<file path="config.mk">
export PLATFORM = sky130hd
export DESIGN_NAME = converter_config_registers
export DESIGN_NICKNAME = d
export VERILOG_FILES = /design/src/verilog/converter_config_pkg.sv /design/src/verilog/converter_config_registers.sv
export VERILOG_INCLUDE_DIRS = /design/src /design/src/verilog
export SDC_FILE = /design/constraint.sdc
export NUM_CORES = 1
export LEC_CHECK = 0
export BUFFER_PORTS_ARGS = -buffer_cell sky130_fd_sc_hd__buf_2
export CORE_MARGIN = 2
export CORE_UTILIZATION = 40
export CTS_CLUSTER_SIZE = 24
export DETAILED_ROUTE_END_ITERATION = 8
export GPL_TIMING_DRIVEN = 0
export SYNTH_ARGS = -nofsm -noshare
export SYNTH_HDL_FRONTEND = slang
export SYNTH_SLANG_ARGS = --single-unit
</file>
<file path="constraint.sdc">
create_clock -name sys_clk -period 3.4 [get_ports sys_clk]
set_input_delay 0.34 -clock sys_clk [delete_from_list [all_inputs] [get_ports sys_clk]]
set_output_delay 0.34 -clock sys_clk [all_outputs]
set_load 0.02 [all_outputs]
</file>
<file path="src/verilog/converter_config_defines.svh">
`ifndef CONVERTER_CONFIG_DEFINES_SVH
`define CONVERTER_CONFIG_DEFINES_SVH

// register offsets
`define REG_VENDOR 8'h00
`define REG_RATE 8'h01
`define REG_LEVEL 8'h02
`define REG_CTRL 8'h03
`define REG_FLAGS 8'h04
`define REG_SETTINGS 8'h05

// reset values
`define RAMP_RST 2'h2
`define SWITCH_RST 2'h2
`define LEVEL_RST 7'h28
`define CTRL_RST 8'h0A
`define SETTINGS_RST 8'hA4

// field positions inside the rate register
`define RAMP_MSB 3
`define RAMP_LSB 2
`define SWITCH_MSB 1
`define SWITCH_LSB 0

// serial byte length in bits
`define BYTE_BITS 4'h8

`endif

</file>
<file path="src/verilog/converter_config_pkg.sv">
package converter_config_pkg;

   // one-hot serial slave states
   typedef enum logic [8:0] {
      st_idle = 9'h001,
      st_addr = 9'h002,
      st_addr_ack = 9'h004,
      st_ptr = 9'h008,
      st_ptr_ack = 9'h010,
      st_wdata = 9'h020,
      st_wdata_ack = 9'h040,
      st_rdata = 9'h080,
      st_rdata_ack = 9'h100
   } slave_state_type;

endpackage

</file>
<file path="src/verilog/converter_config_registers.sv">
`timescale 1ns/10ps
`include "converter_config_defines.svh"

// Contract
// - offset 0x00 returns fixed vendor code, read-only
// - rate bits 3:2 select voltage ramp rate
// - rate bits 1:0 select switching frequency
// - ramp field resets to 10b
// - frequency field resets to 10b
// - offset 0x02 bits 6:0 code, bit7 reserved
module converter_config_registers #(
   parameter logic [6:0] BUS_ADDRESS = 7'h3E, // arbitrary
   parameter logic [7:0] VENDOR_CODE = 8'h5A // arbitrary
) (
   input wire logic sys_clk,
   input wire logic rst,
   input wire logic scl_in,
   input wire logic sda_in,
   output logic sda_out,
   output logic sda_oe,
   input wire logic [7:0] converter_flags,
   output logic [1:0] voltage_ramp_rate,
   output logic [1:0] switching_rate_select,
   output logic [6:0] output_voltage_code,
   output logic [7:0] converter_control,
   output logic [7:0] converter_settings
);

   converter_config_pkg::slave_state_type state;
   logic scl_prev;
   logic sda_prev;
   logic [3:0] bit_cnt;
   logic [7:0] shreg;
   logic [7:0] ptr;
   logic rw;
   logic master_ack;

   // bus events, pins taken as synchronous to sys_clk
   wire scl_rise = scl_in & ~scl_prev;
   wire scl_fall = ~scl_in & scl_prev;
   wire start_seen = scl_in & scl_prev & sda_prev & ~sda_in;
   wire stop_seen = scl_in & scl_prev & ~sda_prev & sda_in;
   wire byte_full = (bit_cnt == `BYTE_BITS);
   wire receiving = (state == converter_config_pkg::st_addr) |
                    (state == converter_config_pkg::st_ptr) |
                    (state == converter_config_pkg::st_wdata);
   wire addr_match = (shreg[7:1] == BUS_ADDRESS);
   wire wr_en = scl_fall & byte_full & (state == converter_config_pkg::st_wdata);
   wire load_rd = scl_fall & ((state == converter_config_pkg::st_addr_ack & rw) |
                  (state == converter_config_pkg::st_rdata_ack & master_ack));

   // read mux; unmapped offsets read as zero
   wire [7:0] rd_data =
      (ptr == `REG_VENDOR) ? VENDOR_CODE :
      (ptr == `REG_RATE) ? {4'h0, voltage_ramp_rate, switching_rate_select} :
      (ptr == `REG_LEVEL) ? {1'b0, output_voltage_code} :
      (ptr == `REG_CTRL) ? converter_control :
      (ptr == `REG_FLAGS) ? converter_flags :
      (ptr == `REG_SETTINGS) ? converter_settings : 8'h00;

   // open drain: only ever pull low, for acks and zero read bits
   assign sda_out = 1'b0;
   assign sda_oe = (state == converter_config_pkg::st_addr_ack) |
                   (state == converter_config_pkg::st_ptr_ack) |
                   (state == converter_config_pkg::st_wdata_ack) |
                   ((state == converter_config_pkg::st_rdata) & ~shreg[7]);

   // pin history for edge and start/stop detection
   always_ff @(posedge sys_clk) begin
      if (rst) begin
         scl_prev <= 1'b1;
         sda_prev <= 1'b1;
      end else begin
         scl_prev <= scl_in;
         sda_prev <= sda_in;
      end
   end

   // serial slave sequencer; start and stop override any bit activity
   always_ff @(posedge sys_clk) begin
      if (rst) begin
         state <= converter_config_pkg::st_idle;
         bit_cnt <= 4'h0;
         shreg <= 8'h00;
         ptr <= 8'h00;
         rw <= 1'b0;
         master_ack <= 1'b0;
      end else if (start_seen) begin
         state <= converter_config_pkg::st_addr;
         bit_cnt <= 4'h0;
      end else if (stop_seen) begin
         state <= converter_config_pkg::st_idle;
      end else if (scl_rise) begin
         if (receiving) begin
            shreg <= {shreg[6:0], sda_in};
            bit_cnt <= bit_cnt + 4'h1;
         end else if (state == converter_config_pkg::st_rdata) begin
            bit_cnt <= bit_cnt + 4'h1;
         end else if (state == converter_config_pkg::st_rdata_ack) begin
            master_ack <= ~sda_in;
         end
      end else if (scl_fall) begin
         unique case (state)
            converter_config_pkg::st_idle: begin
               state <= converter_config_pkg::st_idle;
            end
            converter_config_pkg::st_addr: begin
               if (byte_full) begin
                  rw <= shreg[0];
                  state <= addr_match ? converter_config_pkg::st_addr_ack :
                                        converter_config_pkg::st_idle;
               end
            end
            converter_config_pkg::st_addr_ack: begin
               bit_cnt <= 4'h0;
               if (rw) begin
                  shreg <= rd_data;
                  ptr <= ptr + 8'h01;
                  state <= converter_config_pkg::st_rdata;
               end else begin
                  state <= converter_config_pkg::st_ptr;
               end
            end
            converter_config_pkg::st_ptr: begin
               if (byte_full) begin
                  ptr <= shreg;
                  state <= converter_config_pkg::st_ptr_ack;
               end
            end
            converter_config_pkg::st_ptr_ack: begin
               bit_cnt <= 4'h0;
               state <= converter_config_pkg::st_wdata;
            end
            converter_config_pkg::st_wdata: begin
               if (byte_full) begin
                  state <= converter_config_pkg::st_wdata_ack;
               end
            end
            converter_config_pkg::st_wdata_ack: begin
               bit_cnt <= 4'h0;
               ptr <= ptr + 8'h01;
               state <= converter_config_pkg::st_wdata;
            end
            converter_config_pkg::st_rdata: begin
               if (byte_full) begin
                  state <= converter_config_pkg::st_rdata_ack;
               end else begin
                  shreg <= {shreg[6:0], 1'b0};
               end
            end
            converter_config_pkg::st_rdata_ack: begin
               bit_cnt <= 4'h0;
               if (master_ack) begin
                  shreg <= rd_data;
                  ptr <= ptr + 8'h01;
                  state <= converter_config_pkg::st_rdata;
               end else begin
                  state <= converter_config_pkg::st_idle;
               end
            end
         endcase
      end
   end

   // register writes; vendor and flag offsets have no storage
   always_ff @(posedge sys_clk) begin
      if (rst) begin
         voltage_ramp_rate <= `RAMP_RST;
         switching_rate_select <= `SWITCH_RST;
         output_voltage_code <= `LEVEL_RST;
         converter_control <= `CTRL_RST;
         converter_settings <= `SETTINGS_RST;
      end else if (wr_en) begin
         if (ptr == `REG_RATE) begin
            voltage_ramp_rate <= shreg[`RAMP_MSB:`RAMP_LSB];
            switching_rate_select <= shreg[`SWITCH_MSB:`SWITCH_LSB];
         end
         if (ptr == `REG_LEVEL) begin
            output_voltage_code <= shreg[6:0];
         end
         if (ptr == `REG_CTRL) begin
            converter_control <= shreg;
         end
         if (ptr == `REG_SETTINGS) begin
            converter_settings <= shreg;
         end
      end
   end

   // checks; the reset ones deliberately run without a disable
   property p_vendor_read;
      @(posedge sys_clk) disable iff (rst)
      load_rd && ptr == `REG_VENDOR |=> shreg == VENDOR_CODE && sda_oe == ~VENDOR_CODE[7];
   endproperty
   a_vendor_read: assert property (p_vendor_read) else $error("vendor code misread");

   property p_ramp_write;
      @(posedge sys_clk) disable iff (rst)
      wr_en && ptr == `REG_RATE |=> voltage_ramp_rate == $past(shreg[3:2]);
   endproperty
   a_ramp_write: assert property (p_ramp_write) else $error("ramp field not stored");

   property p_switch_write;
      @(posedge sys_clk) disable iff (rst)
      wr_en && ptr == `REG_RATE |=> switching_rate_select == $past(shreg[1:0]);
   endproperty
   a_switch_write: assert property (p_switch_write) else $error("frequency field not stored");

   property p_ramp_reset;
      @(posedge sys_clk) rst |=> voltage_ramp_rate == 2'h2;
   endproperty
   a_ramp_reset: assert property (p_ramp_reset) else $error("ramp reset value wrong");

   property p_switch_reset;
      @(posedge sys_clk) rst |=> switching_rate_select == 2'h2;
   endproperty
   a_switch_reset: assert property (p_switch_reset) else $error("frequency reset value wrong");

   property p_rate_upper_zero;
      @(posedge sys_clk) disable iff (rst)
      load_rd && ptr == `REG_RATE |=> shreg[7:4] == 4'h0 ##1 $stable(voltage_ramp_rate);
   endproperty
   a_rate_upper_zero: assert property (p_rate_upper_zero) else $error("rate upper bits set");

   property p_level_write;
      @(posedge sys_clk) disable iff (rst)
      wr_en && ptr == `REG_LEVEL |=> output_voltage_code == $past(shreg[6:0]);
   endproperty
   a_level_write: assert property (p_level_write) else $error("voltage code not stored");

   property p_level_read;
      @(posedge sys_clk) disable iff (rst)
      load_rd && ptr == `REG_LEVEL |=> shreg == {1'b0, output_voltage_code};
   endproperty
   a_level_read: assert property (p_level_read) else $error("voltage code misread");

   c_write: cover property (@(posedge sys_clk) disable iff (rst) wr_en && ptr == `REG_RATE);
   c_read: cover property (@(posedge sys_clk) disable iff (rst) load_rd && ptr == `REG_VENDOR);
   c_nack: cover property (@(posedge sys_clk) disable iff (rst)
      scl_fall && state == converter_config_pkg::st_rdata_ack && !master_ack);

endmodule

</file>
Yosys cells after proc, flatten, opt, wreduce, memory -nomap -nowiden
Index checks and enable logic that the tools add are counted.
{ "totals": {"reg_bits": 60, "wordCells": 128} }
{ "op_classes": {"addsub": 2, "n_eq_ne": 32, "n_mux": 34, "bitwise_logic": 25, "reduce_logical": 21} }
{ "op_table": {"columns": ["operator", "n"], "rows": [
  ["8-bit two-way mux", 17],
  ["9-bit case mux with 8 select lines", 1],
  ["9-bit two-way mux", 4],
  ["8-bit case mux with 4 select lines", 1],
  ["8-bit case mux with 3 select lines", 1],
  ["6-bit AND reduction", 4],
  ["4-bit two-way mux", 5],
  ["8-bit by 2-bit equality test with 1-bit output (second input constant)", 2],
  ["8-bit by 3-bit equality test with 1-bit output (second input constant)", 2],
  ["4-bit != test (second input constant)", 4],
  ["8-bit AND reduction", 2],
  ["2-bit != test (second input constant)", 6],
  ["1-bit AND", 10],
  ["1-bit NOT", 10],
  ["9-bit by 1-bit equality test with 1-bit output (second input constant)", 1],
  ["9-bit by 2-bit equality test with 1-bit output (second input constant)", 1],
  ["9-bit by 3-bit equality test with 1-bit output (second input constant)", 1],
  ["9-bit by 4-bit equality test with 1-bit output (second input constant)", 1],
  ["9-bit by 5-bit equality test with 1-bit output (second input constant)", 1],
  ["9-bit by 6-bit equality test with 1-bit output (second input constant)", 1],
  ["9-bit by 7-bit equality test with 1-bit output (second input constant)", 1],
  ["9-bit by 8-bit equality test with 1-bit output (second input constant)", 1],
  ["9-bit equality test (second input constant)", 1],
  ["3-bit != test (second input constant)", 3],
  ["other kinds (19)", 33]
]} }

Longest topological paths before layout
{ "logic_depth": {"depth_word": 11, "mapped_depth": 9, "mapped_depth_nobuf": 7} }

Worst setup path before layout
Ideal clock, no wire load.
{ "synth_timing": {"path_type": "register to register", "from": "register state[2]", "to": "register ptr[2]", "setup_time_ps": 131, "t_arrival_ps": 2171, "path_slack_ps": 1098, "stages_incl_launch_ff": 10, "n_path_buf": 4, "cell_sequence": "dfxtp_1 buf_6 or3_4 buf_6 or4_4 buf_6 o32a_1 buf_6 o311ai_1 o31ai_1"} }
{ "synth_between": {"elab_chain_len": 3, "elab_cells_between_ends": 10} }
{ "synth_rtl": {"columns": ["item", "line_no", "source"], "rows": [
  ["from (decl)", "converter_config_registers.sv:29", "converter_config_pkg::slave_state_type state;"],
  ["from (signal assigned)", "converter_config_registers.sv:82", "state <= converter_config_pkg::st_idle;"],
  ["from (signal assigned)", "converter_config_registers.sv:89", "state <= converter_config_pkg::st_addr;"],
  ["from (signal assigned)", "converter_config_registers.sv:92", "state <= converter_config_pkg::st_idle;"],
  ["9-bit by 4-bit equality test with 1-bit output, or another cell as far along", "converter_config_registers.sv:103", "unique case (state)"],
  ["4-bit nonzero test (no source line) / 2-bit != test (equally long branches)", null, null],
  ["8-bit AND reduction (no source line)", null, null],
  ["to (signal assigned)", "converter_config_registers.sv:118", "ptr <= ptr + 8'h01;"],
  ["to (signal assigned)", "converter_config_registers.sv:126", "ptr <= shreg;"],
  ["to (signal assigned)", "converter_config_registers.sv:141", "ptr <= ptr + 8'h01;"],
  ["to (decl)", "converter_config_registers.sv:34", "logic [7:0] ptr;"]
]} }
Parallel ways exist; a longest one is shown, timed or not.
A chain may end at the register's enable or synchronous reset.

Worst setup path after layout
{ "layout_timing": {"from": "register state[4]", "to": "register ptr[2]"} }
Same word-level chain as after synthesis.

==> flow_summary.yaml <==
outcome:
  status: "complete, no violations"
die:
  die_w_um: 99.2
  core_area_um2: 8760
  rows: 34
  fp.dieH_um: 99.2
  floorplan.initialDensity: 0.413
  die_area_um2: 9840
  top_level_ports: 41
pwr:
  power_density_nw_per_um2: 336
  swShare: 0.279
  p_int_mw: 1.00
  pwr-share-clk: 0.423
  combPwrFrac: 0.065
  power.leakage_nw: 1.79
  seqPwrFrac: 0.511
  p_switching_mw: 0.387
  vdd_drop_max_uv: 152
yosys:
  synth_fa_ha_area_frac: 0.0311
  synthTopCellsByArea: "dfxtp_1 33%, mux2i_1 9.1%, nand2_1 4.5%"
  synth_top_area_frac: 0.331
  synth_area_per_cell_um2: 8.45
  syn-num-nets: 450
  synth-seq-cells: 60
  synthDistinctLibCells: 71
  ys_seq_area_frac: 0.331
  synth_ff_type: "dfxtp_1"
  yosysWarningCount: 0
  synthMostInstantiatedCell: "dfxtp_1"
  synth_top_area_cell: "dfxtp_1"
  synth-edff-count: 0
  ys_top_cells_by_count: "60 x dfxtp_1, 43 x nand2_1, 33 x mux2i_1, 33 x nor2_1, 23 x clkbuf_1"
  synthSimpleGateAreaFrac: 0.243
  synthesis.instances: 429
  synth_top_family_by_area: "simple AND/OR/NAND/NOR gates"
  async_flop_share: 0
  synth_area_um2: 3620
  synthXorXnorAreaFrac: 0.0121
  synthMuxAreaShare: 0.0974
  synth_compound_area_frac: 0.213
sta:
  fin_setup_tns_ns: 0
  min_period_ns: 2.81
  slew_headroom: 0.243
  drv_slew: 0
  timing.final.ws_setup_ns: 0.590
  finalHoldViolCount: 0
  final-setup-viol-count: 0
  period_share: 0.827
  worst_pin_slew_ns: 1.13
  fmax_mhz: 356
  skew_ns: 0.00714
  rsz0062_at_grt: "no"
global_routing:
  grt_pass1_vias: 3277
  track_usage: 0.216
  grt_max_degree: 13
  grt_pass1_wl_mm: 16.8
  antenna_found_initial: 0
  grt_overflow: 0
clocking:
  cts.sinks: 60
  htreeDepth: 3
  postCtsHoldBufs: 0
  cts.path.max_buffers: 2
  clkLatencyLatePin_ns: 0.35
  cts_tree: "built"
  cts_setup_buffers: 0
  clkTransAtPathRegs_ns: 0.08
  cts_made_buffers: 9
  cts_resized: 0
  cts_root_buf: "clkbuf_8"
place:
  pre_cts_ws_ns: 0.685
  port_buffers: 38
  placed_cell_area_um2: 3950
  place_congestion: 0.879
  placedCellCount: 575
  dp_hpwl_mm: 7.64
hold_path:
  holdCritPathClass: "input port to flip-flop"
routing:
  vias: 3530
  drtIter0Drc: 274
  ant_nets: 0
  routedWlPerCell_um: 18.0
  drcViolationCount: 0
  vias_per_cell: 5.97
  dr.pass1.iters: 4
  drt_wl_total_mm: 10.7
worst_setup_path:
  max_stage_delay_ns: 0.90
  path_class: "flip-flop to flip-flop"
  cp.required_ns: 3.62
  crit_path_end_kind: "flip-flop"
  crit_path_start_kind: "flip-flop"
  crit_path_max_fanout: 10
  worstPathCellList: "buf_4, or3_4, buf_6, nor4_1, buf_2, nor2_1, o311ai_1, o31ai_1"
  arrival_ns: 3.03
  critPathSlowestCell: "nor4_1"
layout:
  regArea_um2: 1200
  drive_gt1_frac: 0.176
  syn2layout_area_growth_pct: 13.8
  post-route-cell-area_um2: 4120
  fill_cells: 872
  nNetsFinal: 499
  multi_input_area_um2: 2160
  final-instance-count-excl-fill: 591
  antenna_cells: 0
run:
  drv_cap: 0
==> cell usage in the layout (no fill, tap or decap), drive strengths merged, types with 6 or more instances in the layout <==
cell type and count:
inv 13, o21ai 11, a211oi 8, nand3 9, nand2 44, nand4 11, nor2b 8, ha 9
a21oi 20, o31ai 12, nor2 33, dfxtp 60, buf 48, nor4 6, clkbuf 35, mux2i 33
nor3 15
==> power groups by stage <==
stage | logic (mW) | clock network, mW | registers [mW]
after global routing | 0.0997 | 0.633 | 0.710
after floorplan | 0.0607 | 0 | 0.724
after CTS | 0.0895 | 0.605 | 0.709
after global placement | 0.0879 | 0 | 0.725
final | 0.0908 | 0.587 | 0.709
after detailed placement | 0.0892 | 0 | 0.726
==> sequential cells by signal, indices dropped and copies added, names as in the netlist <==
signal	count
bit_cnt	4
converter_control	8
converter_settings	8
master_ack	1
output_voltage_code	7
ptr	8
rw	1
scl_prev	1
sda_prev	1
shreg	8
state	9
switching_rate_select	2
voltage_ramp_rate	2
==> layout make-up <==
type,count,area share
Multi-Input combinational cell,320,0.525
Sequential cell,60,0.291
Buffer,36,0.0507
Timing Repair Buffer,38,0.0461
Tap cell,108,0.0328
Clock buffer,9,0.0300
Clock inverter,7,0.0124
Inverter,13,0.0118
==> kinds of logic after synthesis <==
family	count (synthesis)
AND/OR/NAND/NOR	164
AO/OA/AOI/OAI	106
flip-flops	60
buffers and inverters	49
multiplexers	35
adder cells (fa/ha/maj)	9
XOR/XNOR	5
other	1
==> routing by layer <==
| metal | wire, µm | up-vias | GRT usage |
|---|---|---|---|
| met1 | 5050 | 1719 | 0.302 |
| met4 | 102 | 0 | 0.0780 |
| met2 | 4890 | 103 | 0.336 |
| met3 | 615 | 10 | 0.0387 |
| met5 | 0 | - | 0 |
| li1 | - | 1698 | - |
==> critical path: cells and delay by family (launching register included) <==
family / cells / cell delay [ns]
compound gates: 2 / 0.35
buf+inv: 3 / 0.69
flops: 1 / 0.30
simple gates: 3 / 1.34
==> final timing paths <==
kind	start	endpoint	slack [ns]	cells after the start
setup / recovery	state[4]	ptr[2]	0.59	8
hold / removal	scl_in	scl_prev	0.23	3
setup reg to reg	state[4]	ptr[2]	0.59	8
hold reg to reg	ptr[6]	ptr[6]	0.50	2
==> metrics by stage <==
stage / hold slack, ns / power [mW] / util
6_report: 0.226 / 1.39 / 0.471
5_1_grt: 0.244 / 1.44 / 0.471
4_1_cts: 0.218 / 1.40 / 0.471
3_5_place_dp: 0.493 / 0.815 / 0.451
3_3_place_gp: 0.482 / 0.813 / 0.451
2_1_floorplan: 0.440 / 0.785 / -
Note: power is estimated with default switching activity, not from simulation.
